## config.mk

```make
export PLATFORM = sky130hd
export DESIGN_NAME = uhe_hub_endpoints
export DESIGN_NICKNAME = d
export VERILOG_FILES = /design/src/uhe_pkg.sv /design/src/uhe_hub_endpoints.sv
export SDC_FILE = /design/constraint.sdc
export NUM_CORES = 1
export LEC_CHECK = 0
export BUFFER_PORTS_ARGS = -buffer_cell sky130_fd_sc_hd__buf_2
export CAP_MARGIN = 0
export CORE_UTILIZATION = 25
export CTS_CLUSTER_DIAMETER = 100
export DETAILED_ROUTE_END_ITERATION = 10
export HOLD_SLACK_MARGIN = 0.08
export SETUP_SLACK_MARGIN = 0.4
export SYNTH_ARGS = -nofsm -noshare
export SYNTH_HDL_FRONTEND = slang
export SYNTH_SLANG_ARGS = --single-unit
```

## constraint.sdc

```tcl
create_clock -name clk_sys -period 3.1 [get_ports clk_sys]
set_input_delay 0.62 -clock clk_sys [delete_from_list [all_inputs] [get_ports clk_sys]]
set_output_delay 0.62 -clock clk_sys [all_outputs]
set_load 0.005 [all_outputs]
```

## src/uhe_pkg.sv

```systemverilog
package uhe_pkg;
  // ************************************************************
  // register byte addresses
  // ************************************************************
  localparam logic [7:0] UHE_EP0_CTRL_ADDR = 8'h00;
  localparam logic [7:0] UHE_EP1_CTRL_ADDR = 8'h04;
  localparam logic [7:0] UHE_EP0_STATUS_ADDR = 8'h08;
  localparam logic [7:0] UHE_INT_STATUS_ADDR = 8'h0c;
  localparam logic [7:0] UHE_INT_MASK_ADDR = 8'h10;
  localparam logic [7:0] UHE_DATA_BASE_ADDR = 8'h20;
  localparam logic [7:0] UHE_DATA_LAST_ADDR = 8'h3c;
  // ************************************************************
  // field positions
  // ************************************************************
  localparam int UHE_RX_EN_BIT = 0;
  localparam int UHE_TX_EN_BIT = 1;
  localparam int UHE_TX_CNT_LSB = 4;
  localparam int UHE_EP1_FORCE_STALL_BIT = 7;
  localparam int UHE_PEND_BIT = 6;
  localparam int UHE_RX_TOG_BIT = 7;
  localparam int UHE_SETUP_BIT = 6;
  localparam int UHE_TX_BEFORE_RX_FLAG_BIT = 5;
  localparam int UHE_TX_BEFORE_RX_FLAG_CLR_BIT = 4;
  localparam int UHE_INT_RX_BIT = 0;
  localparam int UHE_INT_TX_BIT = 1;
  // ************************************************************
  // reset values and sizes
  // ************************************************************
  localparam logic [7:0] UHE_EP0_CTRL_RST = 8'h00;
  localparam logic [7:0] UHE_EP1_CTRL_RST = 8'h00;
  localparam logic [1:0] UHE_INT_RST = 2'h0;
  localparam int UHE_BUF_BYTES = 8;
  // ************************************************************
  // token kinds and handshake answers
  // ************************************************************
  typedef enum logic [1:0] {UHE_TOK_OUT, UHE_TOK_IN, UHE_TOK_SETUP, UHE_TOK_NONE} uhe_tok_t;
  typedef enum logic [1:0] {UHE_HS_ACK, UHE_HS_NAK, UHE_HS_STALL, UHE_HS_DATA} uhe_hs_t;
endpackage

```

## src/uhe_hub_endpoints.sv

```systemverilog
// The AHB-Lite interface to the registers and the register offsets were left to the implementer.
`timescale 1ns/1ps
`default_nettype none
// Operation
// ep0 OUT gets NAK while receive enable is 0 or receive done is set.
// software sets receive enable when ready and clears it when full.
// 4-bit transmit byte count sets size of next ep0 IN answer.
// ep1 stall bit forces STALL on every ep1 poll.
// ep1 IN gets NAK when pending is 0, else the change bitmap.
// software sets pending on any status change, clears it when none left.
// 6-bit change bitmap: hub, ports 1 to 4, embedded device.
// read-only toggle of last ep0 packet received, 1 for DATA1.
// read-only flag, 1 when last ep0 token was SETUP.
// tx-first flag set when rx done sets while tx done is still set.
// writing 1 to tx-first clear bit clears the tx-first flag.
// read-only byte count of last ep0 OUT or SETUP, kept through reset.
// eight receive bytes loaded serially from ep0 OUT or SETUP data.
// software fills eight transmit bytes, sent on next ep0 IN.
// ep0 IN gets NAK while transmit enable is 0 or tx done is set.
// receive done sets once a data packet is accepted and ACKed.
// data byte reads return receive buffer, writes fill transmit buffer.
module uhe_hub_endpoints
  import uhe_pkg::*;
(
  input wire logic clk_sys,
  input wire logic sys_rst,
  input wire logic hsel,
  input wire logic [31:0] haddr,
  input wire logic [1:0] htrans,
  input wire logic hwrite,
  input wire logic [2:0] hsize,
  input wire logic [31:0] hwdata,
  input wire logic hready,
  output logic hreadyout,
  output logic hresp,
  output logic [31:0] hrdata,
  input wire logic tok_valid,
  input wire logic [1:0] tok_kind,
  input wire logic [3:0] tok_ep,
  input wire logic rx_valid,
  input wire logic [7:0] rx_data,
  input wire logic rx_end,
  input wire logic rx_toggle,
  input wire logic host_ack,
  output logic resp_valid,
  output logic [1:0] resp_code,
  output logic tx_valid,
  output logic [7:0] tx_data,
  output logic tx_last,
  output logic irq
);
  typedef enum logic [1:0] {UHE_IDLE, UHE_RECV, UHE_SEND} uhe_state_t;

  // ************************************************************
  // state
  // ************************************************************
  uhe_state_t state_q, state_d;
  logic [7:0] ep0_ctrl_q;
  logic [7:0] ep1_ctrl_q;
  logic ep0_rx_toggle_q, setup_seen_q, tx_before_rx_flag_q;
  logic [3:0] ep0_rx_byte_count_q;
  logic [1:0] int_status_q, int_mask_q;
  logic [7:0] ep0_rx_buffer [UHE_BUF_BYTES];
  logic [7:0] ep0_tx_buffer [UHE_BUF_BYTES];
  logic rx_accept_q, ack_wait_q;
  logic [3:0] idx_q, send_len_q;
  logic ep1_send_q;
  logic bus_wr_q;
  logic [7:0] bus_addr_q;
  logic [31:0] rd_mux;

  // ************************************************************
  // register fields
  // ************************************************************
  wire ep0_rx_enable = ep0_ctrl_q[UHE_RX_EN_BIT];
  wire ep0_tx_enable = ep0_ctrl_q[UHE_TX_EN_BIT];
  wire [3:0] ep0_tx_byte_count = ep0_ctrl_q[UHE_TX_CNT_LSB +: 4];
  wire ep1_force_stall = ep1_ctrl_q[UHE_EP1_FORCE_STALL_BIT];
  wire status_change_pending = ep1_ctrl_q[UHE_PEND_BIT];
  wire [5:0] change_bitmap = ep1_ctrl_q[5:0];
  wire ep0_rx_done_flag = int_status_q[UHE_INT_RX_BIT];
  wire ep0_tx_done_flag = int_status_q[UHE_INT_TX_BIT];

  // ************************************************************
  // bus decode
  // ************************************************************
  wire bus_take = hsel & htrans[1] & hready;
  wire wr_ep0 = bus_wr_q & (bus_addr_q == UHE_EP0_CTRL_ADDR);
  wire wr_ep1 = bus_wr_q & (bus_addr_q == UHE_EP1_CTRL_ADDR);
  wire wr_stat = bus_wr_q & (bus_addr_q == UHE_EP0_STATUS_ADDR);
  wire wr_int = bus_wr_q & (bus_addr_q == UHE_INT_STATUS_ADDR);
  wire wr_mask = bus_wr_q & (bus_addr_q == UHE_INT_MASK_ADDR);
  wire is_data = (bus_addr_q >= UHE_DATA_BASE_ADDR) & (bus_addr_q <= UHE_DATA_LAST_ADDR);
  wire wr_data = bus_wr_q & is_data;
  wire [2:0] data_idx = bus_addr_q[4:2];
  wire tx_before_rx_flag_clr = wr_stat & hwdata[UHE_TX_BEFORE_RX_FLAG_CLR_BIT];
  wire [1:0] int_clr = wr_int ? hwdata[1:0] : 2'h0;

  // ************************************************************
  // token decode
  // ************************************************************
  wire ep0_tok = tok_valid & (tok_ep == 4'h0);
  wire ep1_tok = tok_valid & (tok_ep == 4'h1);
  wire is_setup = tok_kind == UHE_TOK_SETUP;
  wire is_out = tok_kind == UHE_TOK_OUT;
  wire is_in = tok_kind == UHE_TOK_IN;
  wire idle = state_q == UHE_IDLE;
  wire start_rx = idle & ep0_tok & (is_setup | is_out);
  wire out_ok = is_setup | (ep0_rx_enable & ~ep0_rx_done_flag);
  wire ep0_in_ok = ep0_tx_enable & ~ep0_tx_done_flag;
  wire ep0_in = idle & ep0_tok & is_in;
  wire ep1_in = idle & ep1_tok & is_in;
  wire ep1_stall = idle & ep1_tok & ep1_force_stall;
  wire ep1_send = ep1_in & ~ep1_force_stall & status_change_pending;
  wire rx_finish = (state_q == UHE_RECV) & rx_end;
  wire rx_ack = rx_finish & rx_accept_q;
  wire rx_store = (state_q == UHE_RECV) & rx_valid & rx_accept_q & (idx_q < 4'h8);
  wire send_done = (state_q == UHE_SEND) & (idx_q >= send_len_q);
  wire tx_acked = host_ack & ack_wait_q;

  // ************************************************************
  // sequencer
  // ************************************************************
  always_comb begin
    state_d = state_q;
    case (state_q)
      UHE_IDLE: begin
        if (start_rx) begin
          state_d = UHE_RECV;
        end else if ((ep0_in & ep0_in_ok) | ep1_send) begin
          state_d = UHE_SEND;
        end
      end
      UHE_RECV: begin
        if (rx_end) begin
          state_d = UHE_IDLE;
        end
      end
      UHE_SEND: begin
        if (send_done) begin
          state_d = UHE_IDLE;
        end
      end
      default: state_d = UHE_IDLE;
    endcase
  end

  // state, transfer index and length
  always_ff @(posedge clk_sys) begin
    if (sys_rst) begin
      state_q <= UHE_IDLE;
      idx_q <= 4'h0;
      send_len_q <= 4'h0;
      rx_accept_q <= 1'b0;
      ep1_send_q <= 1'b0;
    end else begin
      state_q <= state_d;
      if (start_rx) begin
        idx_q <= 4'h0;
        rx_accept_q <= out_ok;
      end else if (ep0_in | ep1_send) begin
        idx_q <= 4'h0;
        send_len_q <= ep1_send ? 4'h1 : ep0_tx_byte_count;
        ep1_send_q <= ep1_send;
      end else if (rx_store | (state_q == UHE_SEND & ~send_done)) begin
        idx_q <= idx_q + 4'h1;
      end
    end
  end

  // wait for host ACK after ep0 data went out
  always_ff @(posedge clk_sys) begin
    if (sys_rst) begin
      ack_wait_q <= 1'b0;
    end else if (send_done) begin
      ack_wait_q <= ~ep1_send_q;
    end else if (tok_valid | host_ack) begin
      ack_wait_q <= 1'b0;
    end
  end

  // ************************************************************
  // handshake and data out
  // ************************************************************
  always_ff @(posedge clk_sys) begin
    if (sys_rst) begin
      resp_valid <= 1'b0;
      resp_code <= UHE_HS_NAK;
    end else begin
      resp_valid <= 1'b0;
      if (ep1_stall) begin
        resp_valid <= 1'b1;
        resp_code <= UHE_HS_STALL;
      end else if (ep1_in) begin
        resp_valid <= 1'b1;
        resp_code <= status_change_pending ? UHE_HS_DATA : UHE_HS_NAK;
      end else if (ep0_in) begin
        resp_valid <= 1'b1;
        resp_code <= ep0_in_ok ? UHE_HS_DATA : UHE_HS_NAK;
      end else if (rx_finish) begin
        resp_valid <= 1'b1;
        resp_code <= rx_accept_q ? UHE_HS_ACK : UHE_HS_NAK;
      end
    end
  end

  // one payload byte per cycle while sending
  always_ff @(posedge clk_sys) begin
    if (sys_rst) begin
      tx_valid <= 1'b0;
      tx_data <= 8'h00;
      tx_last <= 1'b0;
    end else begin
      tx_valid <= (state_q == UHE_SEND) & ~send_done;
      tx_last <= (state_q == UHE_SEND) & (idx_q + 4'h1 == send_len_q);
      tx_data <= ep1_send_q ? {2'h0, change_bitmap} : ep0_tx_buffer[idx_q[2:0]];
    end
  end

  // ************************************************************
  // buffers
  // ************************************************************
  genvar gi;
  generate
    for (gi = 0; gi < UHE_BUF_BYTES; gi++) begin : g_buf
      // receive byte fills from the link, transmit byte from software
      always_ff @(posedge clk_sys) begin
        if (rx_store & (idx_q[2:0] == 3'(gi))) begin
          ep0_rx_buffer[gi] <= rx_data;
        end
        if (wr_data & (data_idx == 3'(gi))) begin
          ep0_tx_buffer[gi] <= hwdata[7:0];
        end
      end
    end
  endgenerate

  // ************************************************************
  // status of last reception
  // ************************************************************
  always_ff @(posedge clk_sys) begin
    if (sys_rst) begin
      ep0_rx_toggle_q <= 1'b0;
      setup_seen_q <= 1'b0;
      tx_before_rx_flag_q <= 1'b0;
    end else begin
      if (ep0_tok) begin
        setup_seen_q <= is_setup;
      end
      if (rx_ack) begin
        ep0_rx_toggle_q <= rx_toggle;
      end
      if (rx_ack & ep0_tx_done_flag & ~tx_acked) begin
        tx_before_rx_flag_q <= 1'b1;
      end else if (tx_before_rx_flag_clr) begin
        tx_before_rx_flag_q <= 1'b0;
      end
    end
  end

  // byte count has no reset
  always_ff @(posedge clk_sys) begin
    if (rx_ack) begin
      ep0_rx_byte_count_q <= idx_q;
    end
  end

  // ************************************************************
  // control registers and interrupt flags
  // ************************************************************
  always_ff @(posedge clk_sys) begin
    if (sys_rst) begin
      ep0_ctrl_q <= UHE_EP0_CTRL_RST;
      ep1_ctrl_q <= UHE_EP1_CTRL_RST;
      int_mask_q <= UHE_INT_RST;
    end else begin
      if (wr_ep0) begin
        ep0_ctrl_q <= hwdata[7:0];
      end
      if (wr_ep1) begin
        ep1_ctrl_q <= hwdata[7:0];
      end
      if (wr_mask) begin
        int_mask_q <= hwdata[1:0];
      end
    end
  end

  // sticky done flags: a set in the clearing cycle wins
  always_ff @(posedge clk_sys) begin
    if (sys_rst) begin
      int_status_q <= UHE_INT_RST;
    end else begin
      int_status_q[UHE_INT_RX_BIT] <= rx_ack | (ep0_rx_done_flag & ~int_clr[UHE_INT_RX_BIT]);
      int_status_q[UHE_INT_TX_BIT] <= tx_acked | (ep0_tx_done_flag & ~int_clr[UHE_INT_TX_BIT]);
    end
  end

  assign irq = |(int_status_q & int_mask_q);

  // ************************************************************
  // bus slave
  // ************************************************************
  always_ff @(posedge clk_sys) begin
    if (sys_rst) begin
      bus_wr_q <= 1'b0;
      bus_addr_q <= 8'h00;
    end else begin
      bus_wr_q <= bus_take & hwrite;
      if (bus_take) begin
        bus_addr_q <= haddr[7:0];
      end
    end
  end

  // read mux over the registered data-phase address
  always_comb begin
    rd_mux = 32'h0;
    if (bus_addr_q == UHE_EP0_CTRL_ADDR) begin
      rd_mux = {24'h0, ep0_ctrl_q};
    end else if (bus_addr_q == UHE_EP1_CTRL_ADDR) begin
      rd_mux = {24'h0, ep1_ctrl_q};
    end else if (bus_addr_q == UHE_EP0_STATUS_ADDR) begin
      rd_mux = {24'h0, ep0_rx_toggle_q, setup_seen_q, tx_before_rx_flag_q, 1'b0,
                ep0_rx_byte_count_q};
    end else if (bus_addr_q == UHE_INT_STATUS_ADDR) begin
      rd_mux = {30'h0, int_status_q};
    end else if (bus_addr_q == UHE_INT_MASK_ADDR) begin
      rd_mux = {30'h0, int_mask_q};
    end else if (is_data) begin
      rd_mux = {24'h0, ep0_rx_buffer[data_idx]};
    end
  end

  assign hrdata = rd_mux;
  assign hreadyout = 1'b1;
  assign hresp = 1'b0;
endmodule
`default_nettype wire

```

; ---- After elaboration in Yosys (flattened, before gate mapping)
; Memory sizes are Yosys's and may differ from the RTL's. A register that Yosys moved wholly into a read port is not among the register bits.
; Cells that the tools add are included.
[word_totals]
reg_bits = 62
latchBits = 0
ram_bits = 128
mem_bits_ro = 0
out_inout_bits = 48
wordCells = 262
mem_count = 2
[op_classes]
n_addsub = 1
n_mul = 0
div_mod_pow = 0
magnitude_cmp = 4
eq_ne = 27
shifts = 0
mux = 107
bitwise = 71
n_reduce_logical = 28
[mem_list]
columns = memory, words, width, rd, rd_ports_with_merged_regs, wr, line_no
row1 = ep0_rx_buffer, 8, 8, 1, 1, 1, uhe_hub_endpoints.sv:63  ; logic [7:0] ep0_rx_buffer [UHE_BUF_BYTES];
row2 = ep0_tx_buffer, 8, 8, 1, 1, 1, uhe_hub_endpoints.sv:64  ; logic [7:0] ep0_tx_buffer [UHE_BUF_BYTES];
[op_table]
columns = operator, n
row1 = $mux 8, 20
row2 = $reduce_or 8->1, 14
row3 = $mux 1, 55
row4 = $mux 3, 18
row5 = $and 1x1->1, 53
row6 = $eq 3x3->1 const B, 8
row7 = $mux 2, 11
row8 = $eq 8x4->1 const B, 2
row9 = $eq 3x2->1 const B, 4
row10 = $not 1->1, 9
row11 = $eq 8x3->1 const B, 1
row12 = $eq 8x5->1 const B, 1
row13 = $ge 8x6->1 const B, 1
row14 = $le 8x6->1 const B, 1
row15 = $logic_not 8->1, 1
row16 = $or 1x1->1, 8
row17 = $eq 3x1->1 const B, 2
row18 = $logic_not 3->1, 2
row19 = $mux 6, 1
row20 = $pmux 2 s3, 1
row21 = $add 4x1->4 const B, 1
row22 = $eq 2x1->1 const B, 2
row23 = $eq 2x2->1 const B, 2
row24 = $eq 4x1->1 const B, 1
row25 = other kinds (15), 19

; ---- Depth between registers and ports, before layout
; Gate-level depths: netlist of the first run.
[depth]
depth_word = 15
depth_mapped = 7
mapped_depth_nobuf = 7

; ---- Least setup slack after synthesis of the first run
; No wires, ideal clock.
[synth_timing]
path_kind = reg-to-output
start = register with a tool-made name
end = output port hrdata[6]
t_arrival_ns = 1.550
t_required_ns = 2.480
path_slack_ns = 0.930
path_stages_with_launch = 8
path_buffers = 2
path_cell_list = dfxtp_1 buf_2 buf_4 mux4_2 mux2i_1 nor2_1 a21oi_1 a21oi_1
[synth_lines]
columns = item, line_no
row1 = "end, declared", uhe_hub_endpoints.sv:36  ; output logic [31:0] hrdata,

==> results.toml, run 1 <==
[floorplan]
num_rows = 66
dieHeight_microns = 183.4
core_area_sq_mm = 0.03245
die_w_microns = 183.4
die-area_sq_mm = 0.03365
ios = 141
initial_core_util = 0.2536

[timing]
setup_viol = 0
slew_headroom = 0.5386
hold_viol_final = 0
fmax_ghz = 0.3581
clock_skew_ns = 0.007967
finalSetupTns_ns = 0
period_minus_slack_ns = 2.792
setup_slack_ns = 0.3078
worstMarginPinSlew_ns = 0.6912
rsz0062_at_grt = "true"
min_period_over_period = 0.9007
hold_slack_ns = 0.4399
finalMaxSlewViolations = 0

[routing]
routed.top_layer = "met4"
dr_wl_met3_microns = 971
vias = 4929
dr.first_iter.drc_count = 478
wirelength_mm = 18.89
drc = 0
drt-wirelength-per-cell_microns = 16.67
antenna_left = 0
wl_met2_mm = 9.307
met1_length_mm = 8.337
vias_per_cell = 4.350
drtPass1Iterations = 5

[critical_path]
slowest_stage = "mux4_2"
crit_top_cell = "a21oi_2"
cp-start-kind = "register"
end_kind = "output pin"
cp.arrival_ns = 2.17
slowest_delay_ns = 0.53
critical_path_class = "register to output pin"
critPathTopFamily = "multiplexers"
crit_chain = "buf_12, mux4_2, mux2i_4, nor2_1, a21oi_2, a21oi_2, buf_2"
crit_buf_inv = 2
cp_max_fo = 8
required_ns = 2.48

[outcome]
status = "finished, final reports clean"

[cts]
cts_hold_buf = 0
clockBufferDepth = 2
clockRootBuffer = "clkbuf_16"
clock_latency_ns = 0.44
htree_levels = 4
path_clk_slew_ns = 0.07
cts_tree = "built"
cts.sinks = 196
cts_made_buffers = 17

[synthesis]
yosysTopAreaCellShare = 0.4817
ys.flop_type = "edfxtp_1"
synth_edf_count = 132
synthArstFlopShare = 0
synthesis.area_per_instance_sq_um = 13.62
synth_seq_area_share = 0.6374
yosysTopAreaCell = "edfxtp_1"
synth_compound_area_frac = 0.07009
synthMuxAreaShare = 0.1289
synth_area_leaders = "edfxtp_1 48%, dfxtp_1 16%, mux4_2 8.8%, mux2i_1 4.1%, a21oi_1 3.1%"
ys_types = 57
synth_xor_area_frac = 0.005322
yosys_warnings = 0
synth_fa_ha_area_frac = 0.01520
synth_area_sq_mm = 0.008229
synth_top_family_by_area = "multiplexers"
synth_cells = 604
synth_seq_cells = 196
synth_simple_gate_area_frac = 0.09761

[power]
power.leakage_nw = 3.337
p_per_area_mw_per_mm2 = 532.8
finalPower_w = 0.005202
ir_drop_mv = 0.3849

[place]
portBuffers = 62
place_ws_ns = 0.5217
dp_hpwl_mm = 12.85
dp_cells = 1097
gp_congestion = 0.7656

[cells_and_area]
area_growth_pct = 18.64
multi_input_area_sq_mm = 0.002824
drive_gt1_frac = 0.2598
register_area_sq_mm = 0.005251
stdcell_count = 1133
nNetsFinal = 779
fill_cells = 3233

[min_path]
hp-class = "input port to register"

[global_routing]
gr-usage-all-layers = 0.1170
grt_remaining_overflow = 0
antenna_found_initial = 3
grt_pass1_wl_mm = 28.92
grt_pass1_vias = 4868
grt_max_degree = 36

[job]
max_cap_violations = 0
[cell usage after synthesis, types with 2 or more instances]
cell type,number
and3b_1,3
dfxtp_1,64
and2_1,4
nand2_1,37
clkbuf_1,15
a22oi_1,3
buf_4,28
xor2_1,2
nor2_1,54
nor3_1,11
nand3_1,11
edfxtp_1,132
o21bai_1,2
conb_1,2
mux2i_1,34
a211oi_1,5
buf_1,5
a21o_1,2
buf_2,4
mux4_2,32
xnor2_1,3
o21a_1,2
nand4_1,2
nand2b_1,8
ha_1,10
o21ai_0,23
or4_1,2
nor2b_1,4
nor4b_4,2
a21oi_1,51
and3_1,7
inv_1,15
[stage by stage]
stage / utilization / cell area [sq um]
6_report: 0.3008 / 9763
5_1_grt: 0.3007 / 9758
4_1_cts: 0.2988 / 9696
3_5_place_dp: 0.2775 / 9007
3_3_place_gp: 0.2775 / 9007
2_1_floorplan: - / 8319
[worst reg2reg max path: stages, from the launching register on]
cell and delay, ns:
dfxtp_1 0.47, inv_1 0.18, ha_1 0.33, nand2b_1 0.17, a2111oi_2 0.40, nor2_2 0.14, a211oi_1 0.45
[cell type report]
| type | instances | area share |
|---|---|---|
| multi-input combinational | 364 | 0.2892 |
| sequential | 196 | 0.5379 |
| clock buffer | 20 | 0.05011 |
| antenna | 2 | 0.0005126 |
| clock inverter | 12 | 0.008971 |
| inverter | 15 | 0.005767 |
| tap | 442 | 0.05664 |
| timing repair buffer | 82 | 0.05088 |
[registers in the layout, indices dropped and copies added (netlist names), named ones only]
signal and count:
ep0_ctrl_q 8, ep0_tx_buffer 64, ep0_rx_toggle_q 1, bus_addr_q 8
tx_valid 1, int_status_q 2, ep0_rx_buffer 64, int_mask_q 2
state_q 2, setup_seen_q 1, send_len_q 4, ep1_ctrl_q 8
ep1_send_q 1, tx_last 1, resp_code 2, rx_accept_q 1
bus_wr_q 1, idx_q 4, ack_wait_q 1, tx_before_rx_flag_q 1
ep0_rx_byte_count_q 4, tx_data 8, resp_valid 1
[power breakdown]
group	switching, W	total, W	internal (W)
combinational	0.000152	0.000242	0.0000903
clock	0.000999	0.00216	0.00116
sequential	0.0000124	0.00280	0.00279
[repair_timing]
item | in CTS | in global routing
gates resized for setup | 23 | 14
gates cloned | 1 | 0
buffers inserted | 1 | 0
endpoints found under the setup margin | 8 | 8
pin swaps | 0 | 1
[cell usage in the layout, fill, tap and decap left out, drive strengths merged, types with 23 or more instances in the layout]
master / instances
a21oi: 51
o21ai: 23
dfxtp: 64
mux4: 32
nor2: 55
edfxtp: 132
mux2i: 34
conb: 26
nand2: 37
buf: 82
[logic make-up after synthesis]
logic type / count (synthesis)
AOI/OAI and AO/OA: 99
xor gates and xnor gates: 5
adders and majority gates: 10
buffers and inverters: 68
DFF: 196
muxes: 66
other: 2
and+or+nand+nor: 158
[metal layers]
metal,up-vias,global-route usage
met4,0,0.04767
met2,121,0.1888
met3,12,0.02952
met5,-,0
met1,2444,0.1494
li1,2352,-
[path summary, 6_finish.rpt]
path,start,to,slack [ns],cells after the start
max,register,hrdata[6],0.31,7
min,haddr[0],bus_addr_q[0],0.44,3
max reg2reg,idx_q[0],idx_q[2],0.82,6
min reg2reg,ep0_rx_toggle_q,ep0_rx_toggle_q,0.46,2
Note: power is estimated with default switching activity, not from simulation.
==> run 2, diff against run 1 <==
Clock period 3.1 ns to 3.6 ns, I/O delays scaled along.
==> run 2 against run 1 <==
Effect of this change:
- routed wire length shrank 1.8%
- global-route usage shrank 0.24 points
- critical endpoint is now hrdata[5]
- power shrank 16%
- critical path depth is the same
- flip-flop and latch count is the same
- clock power shrank 18%
- via count grew 0.18%
- worst setup slack gained 0.25 ns
- largest cell class unchanged
- hold slack gained 0.016 ns
- highest routed layer unchanged
- die area is the same
- register-to-register slack gained 0.30 ns
- design area shrank 2.7%
==> results.toml, run 2 (synthesized netlist as in run 1, its figures left out) <==
[critical_path]
required_ns = 2.88
cp.arrival_ns = 2.33
critical_path_class = "register to output pin"
end_kind = "output pin"
cp-start-kind = "register"
cp_max_fo = 15

[place]
gp_congestion = 0.7520
dp_hpwl_mm = 13.03
place_area_sq_mm = 0.008942
portBuffers = 62
dp_cells = 1087

[cts]
htree_levels = 4
clockBufferDepth = 2
clockRootBuffer = "clkbuf_16"
path_clk_slew_ns = 0.07
clock_latency_ns = 0.44
cts_tree = "built"
cts_resized = 0
cts_made_buffers = 17
cts.sinks = 196
cts_hold_buf = 0
cts_setup_buffers = 0

[routing]
drt-wirelength-per-cell_microns = 16.55
vias_per_cell = 4.405
drc = 0
dr.first_iter.drc_count = 385
drtPass1Iterations = 5
vias = 4938
wirelength_mm = 18.56
antenna_left = 0

[global_routing]
grt_pass1_wl_mm = 28.35
gr-usage-all-layers = 0.1146
grt_max_degree = 37
antenna_found_initial = 2
grt_pass1_vias = 4877
grt_remaining_overflow = 0

[floorplan]
num_rows = 66
core_area_sq_mm = 0.03245
ios = 141
die_w_microns = 183.4
dieHeight_microns = 183.4
initial_core_util = 0.2536
die-area_sq_mm = 0.03365

[cells_and_area]
drive_gt1_frac = 0.2127
fill_cells = 3275
final_area_sq_mm = 0.009502
final_util = 0.2928
final_cell_mix = "132 x edfxtp_1, 63 x dfxtp_1, 62 x buf_2"
final_common_cell = "edfxtp_1"
top_regs = "ep0_rx_buffer (64), ep0_tx_buffer (64)"
nNetsFinal = 767
stdcell_count = 1121
area_growth_pct = 15.46

[timing]
finalSetupTns_ns = 0
period_minus_slack_ns = 3.046
slew_headroom = 0.3617
finalMaxSlewViolations = 0
hold_viol_final = 0
worstMarginPinSlew_ns = 0.9539
fmax_ghz = 0.3283
rsz0062_at_grt = "false"
setup_viol = 0
min_period_over_period = 0.8460
clock_skew_ns = 0.01050

[job]
max_cap_violations = 0

[power]
p_per_area_mw_per_mm2 = 461.2
power.leakage_nw = 3.229
ir_drop_mv = 0.2776

[min_path]
hp-class = "register to register"

[outcome]
status = "finished, final reports clean"
[run 2: cell count changes in the layout (fill, tap and decap cells not counted), moves of 3 or more]
cell	previous run	this run
a21oi_1	41	51
a21oi_2	10	0
buf_4	17	7
mux2i_1	29	34
mux2i_4	3	0
[run 2: final timing paths]
path | from | to | slack (ns) | cells past startpoint
worst min register to register | ep0_rx_toggle_q | ep0_rx_toggle_q | 0.46 | 2
worst max-delay path | register | hrdata[5] | 0.55 | 7
worst min-delay path | ep0_rx_toggle_q | ep0_rx_toggle_q | 0.46 | 2
worst max register to register | bus_addr_q[2] | ep0_tx_buffer[1][5] | 1.12 | 3
[run 2: final cells by class]
class	count	area [sq um]	share of cell area
diodes	2	5.005	0.0005267
clock buffers	20	456.7	0.04806
clock inverters	12	92.59	0.009745
inverters	15	56.30	0.005926
multi-input cells	364	2718	0.2860
flip-flops and latches	196	5246	0.5521
well taps	442	553.0	0.05820
repair buffers	70	374.1	0.03937
[run 2: report_power, final]
group	switching, W	total, W	internal, W	leakage, nW
Combinational	0.000118	0.000183	0.0000651	1.25
Sequential	0.0000105	0.00241	0.00240	1.70
Clock	0.000849	0.00178	0.000935	0.277
Total	0.000977	0.00438	0.00340	3.23
[run 2: worst max-delay path, cell delays in order (launching register included)]
cell and delay (ns):
dfxtp_1 0.33, buf_6 0.23, mux4_2 0.54, mux2i_1 0.30
nor2_1 0.07, a21oi_1 0.13, a21oi_1 0.10, buf_2 0.19
[run 2: per-layer routing]
layer / wire, microns / GRT usage / vias up
met5: 0 / 0 / -
met4: 312 / 0.04100 / 0
met3: 912 / 0.02674 / 21
met2: 8979 / 0.1921 / 121
met1: 8350 / 0.1439 / 2479
li1: - / - / 2317
[run 2: stage by stage]
step	total power (W)	worst slack [ns]	hold WS [ns]
5_1_grt	0.004524	0.4197	0.4734
4_1_cts	0.004427	0.4417	0.4587
6_report	0.004382	0.5545	0.4562
3_3_place_gp	0.002646	0.9210	0.4462
3_5_place_dp	0.002649	0.9243	0.4492
2_1_floorplan	0.002575	1.330	0.4363
==> run 3, diff against run 2 <==
Clock period 3.6 ns to 2.6 ns, I/O delays scaled along.
==> run 3 against run 2 <==
Effect of this change:
- the flow now finishes with violations (negative setup slack)
- combinational power rose by 57%
- clock skew barely moved
- register-to-register slack got worse by 0.59 ns
- final cell count rose by 1.2%
==> results.toml, run 3 (synthesized netlist as in run 1, its figures left out) <==
[global_routing]
grt_pass1_wl_mm = 29.17
grt_remaining_overflow = 0
grt_max_degree = 46
busiest_layer = "met2"
met1_usage = 0.1504
gr-usage-all-layers = 0.1177
grt_pass1_vias = 4917
antenna_found_initial = 3
gr-usage-met3 = 0.03288
use_met2 = 0.1932

[power]
power.leakage_nw = 3.342
p_per_area_mw_per_mm2 = 635.7
intPower_w = 0.004867
combPwrFrac = 0.046
p_clk_frac = 0.417
p_sw_w = 0.001353
ir_drop_mv = 0.4828
swShare = 0.2175
pwr-share-seq = 0.537
finalPower_w = 0.006220

[timing]
finalMaxSlewViolations = 0
period_minus_slack_ns = 2.690
fmax_ghz = 0.3718
setup_viol = 6
hold_viol_final = 0
clock_skew_ns = 0.01078
rsz0062_at_grt = "true"
slew_headroom = 0.5561
min_period_over_period = 1.034
finalSetupTns_ns = -0.3069
setup_slack_ns = -0.08969
worstMarginPinSlew_ns = 0.6650

[place]
dp_hpwl_mm = 12.87
gp_congestion = 0.7879
place_ws_ns = 0.2318
portBuffers = 62

[cells_and_area]
final_common_cell = "edfxtp_1"
area_growth_pct = 18.90
multi_input_area_sq_mm = 0.002828
nNetsFinal = 780
register_area_sq_mm = 0.005254
top_regs = "ep0_rx_buffer (64), ep0_tx_buffer (64)"
drive_gt1_frac = 0.2667
fill_cells = 3253
final_cell_mix = "132 x edfxtp_1, 62 x buf_2, 61 x dfxtp_1"

[outcome]
status = "finished with violations"
failed_checks = "negative setup slack"

[cts]
cts.sinks = 196
cts_tree = "built"
clockRootBuffer = "clkbuf_16"
clock_latency_ns = 0.44
htree_levels = 4
clockBufferDepth = 2
path_clk_slew_ns = 0.07
cts_made_buffers = 17

[floorplan]
dieHeight_microns = 183.4
die_w_microns = 183.4
die-area_sq_mm = 0.03365
initial_core_util = 0.2536
ios = 141
core_area_sq_mm = 0.03245
num_rows = 66

[routing]
dr.first_iter.drc_count = 390
vias = 4948
drt-wirelength-per-cell_microns = 16.65
drc = 0
drtPass1Iterations = 5
wirelength_mm = 18.90
vias_per_cell = 4.359
antenna_left = 0

[critical_path]
crit_top_cell = "a21oi_2"
end_kind = "output pin"
critical_path_class = "register to output pin"
slowest_stage = "mux4_2"
cp.arrival_ns = 2.17
cp-start-kind = "register"
slowest_delay_ns = 0.52
required_ns = 2.08
crit_chain = "buf_12, mux4_2, mux2i_2, nor2_1, a21oi_2, a21oi_2, buf_2"
cp_max_fo = 8

[job]
max_cap_violations = 0

[min_path]
hp-class = "input port to register"
## run 3: changes by cell type in the layout (fill, tap and decap cells not counted), sizes merged
cell / previous run / this run
buf: 70 / 83
clkbuf: 20 / 21
clkinv: 4 / 6
bufinv: 0 / 1
diode: 2 / 3
inv: 23 / 19
## run 3: through the flow
stage               hold WS [ns]  utilization  instance area, sq um  cells
floorplan                 0.4363            -                  8319    628
global placement          0.4446       0.2782                  9027   1098
detailed placement        0.4469       0.2782                  9027   1098
CTS                       0.3189       0.2996                  9723   1132
global route              0.3105       0.3013                  9777   1132
finish                    0.3324       0.3015                  9784   1135
## run 3: path summary, 6_finish.rpt
| path | start | end | slack, ns | depth (start not counted) |
|---|---|---|---|---|
| min reg2reg | ep0_rx_toggle_q | ep0_rx_toggle_q | 0.46 | 2 |
| max reg2reg | idx_q[0] | register | 0.53 | 6 |
| min | haddr[1] | bus_addr_q[1] | 0.33 | 3 |
| max | register | hrdata[2] | -0.09 | 7 |
## run 3: layout make-up
cell class	instances	share of cell area
Timing Repair Buffer	83	0.05192
Clock inverter	11	0.009847
Inverter	15	0.005754
Multi-Input combinational cell	364	0.2890
Clock buffer	21	0.04923
Antenna cell	3	0.0007673
Sequential cell	196	0.5370
Tap cell	442	0.05652
## run 3: power groups by stage
stage	Sequential (W)	Clock, W	Combinational, W
finish	0.00334	0.00259	0.000288
global route	0.00334	0.00276	0.000317
CTS	0.00334	0.00265	0.000283
detailed placement	0.00341	0	0.000261
global placement	0.00341	0	0.000258
floorplan	0.00341	0	0.000159
## run 3: repair_timing
item                                    in CTS  in global routing
endpoints found under the setup margin      10                 16
gates resized for setup                     26                 13
cloned                                       1                  0
pin swaps                                    3                  3
buffers inserted                             1                  0
hold buffers                                 0                  0
## run 3: worst max-delay path, delay by kind of cell, from the launching register on
kind	cells	cell delay, ns
multiplexers	2	0.75
buffers and inverters	2	0.31
AO/OA/AOI/OAI	2	0.20
AND/OR/NAND/NOR	1	0.08
flip-flops	1	0.40
## run 3: per-layer routing
metal  vias to the layer above  wire (microns)
met5                         -               0
met1                      2455            8323
met2                       127            9226
li1                       2348               -
met3                        18            1093
met4                         0             257
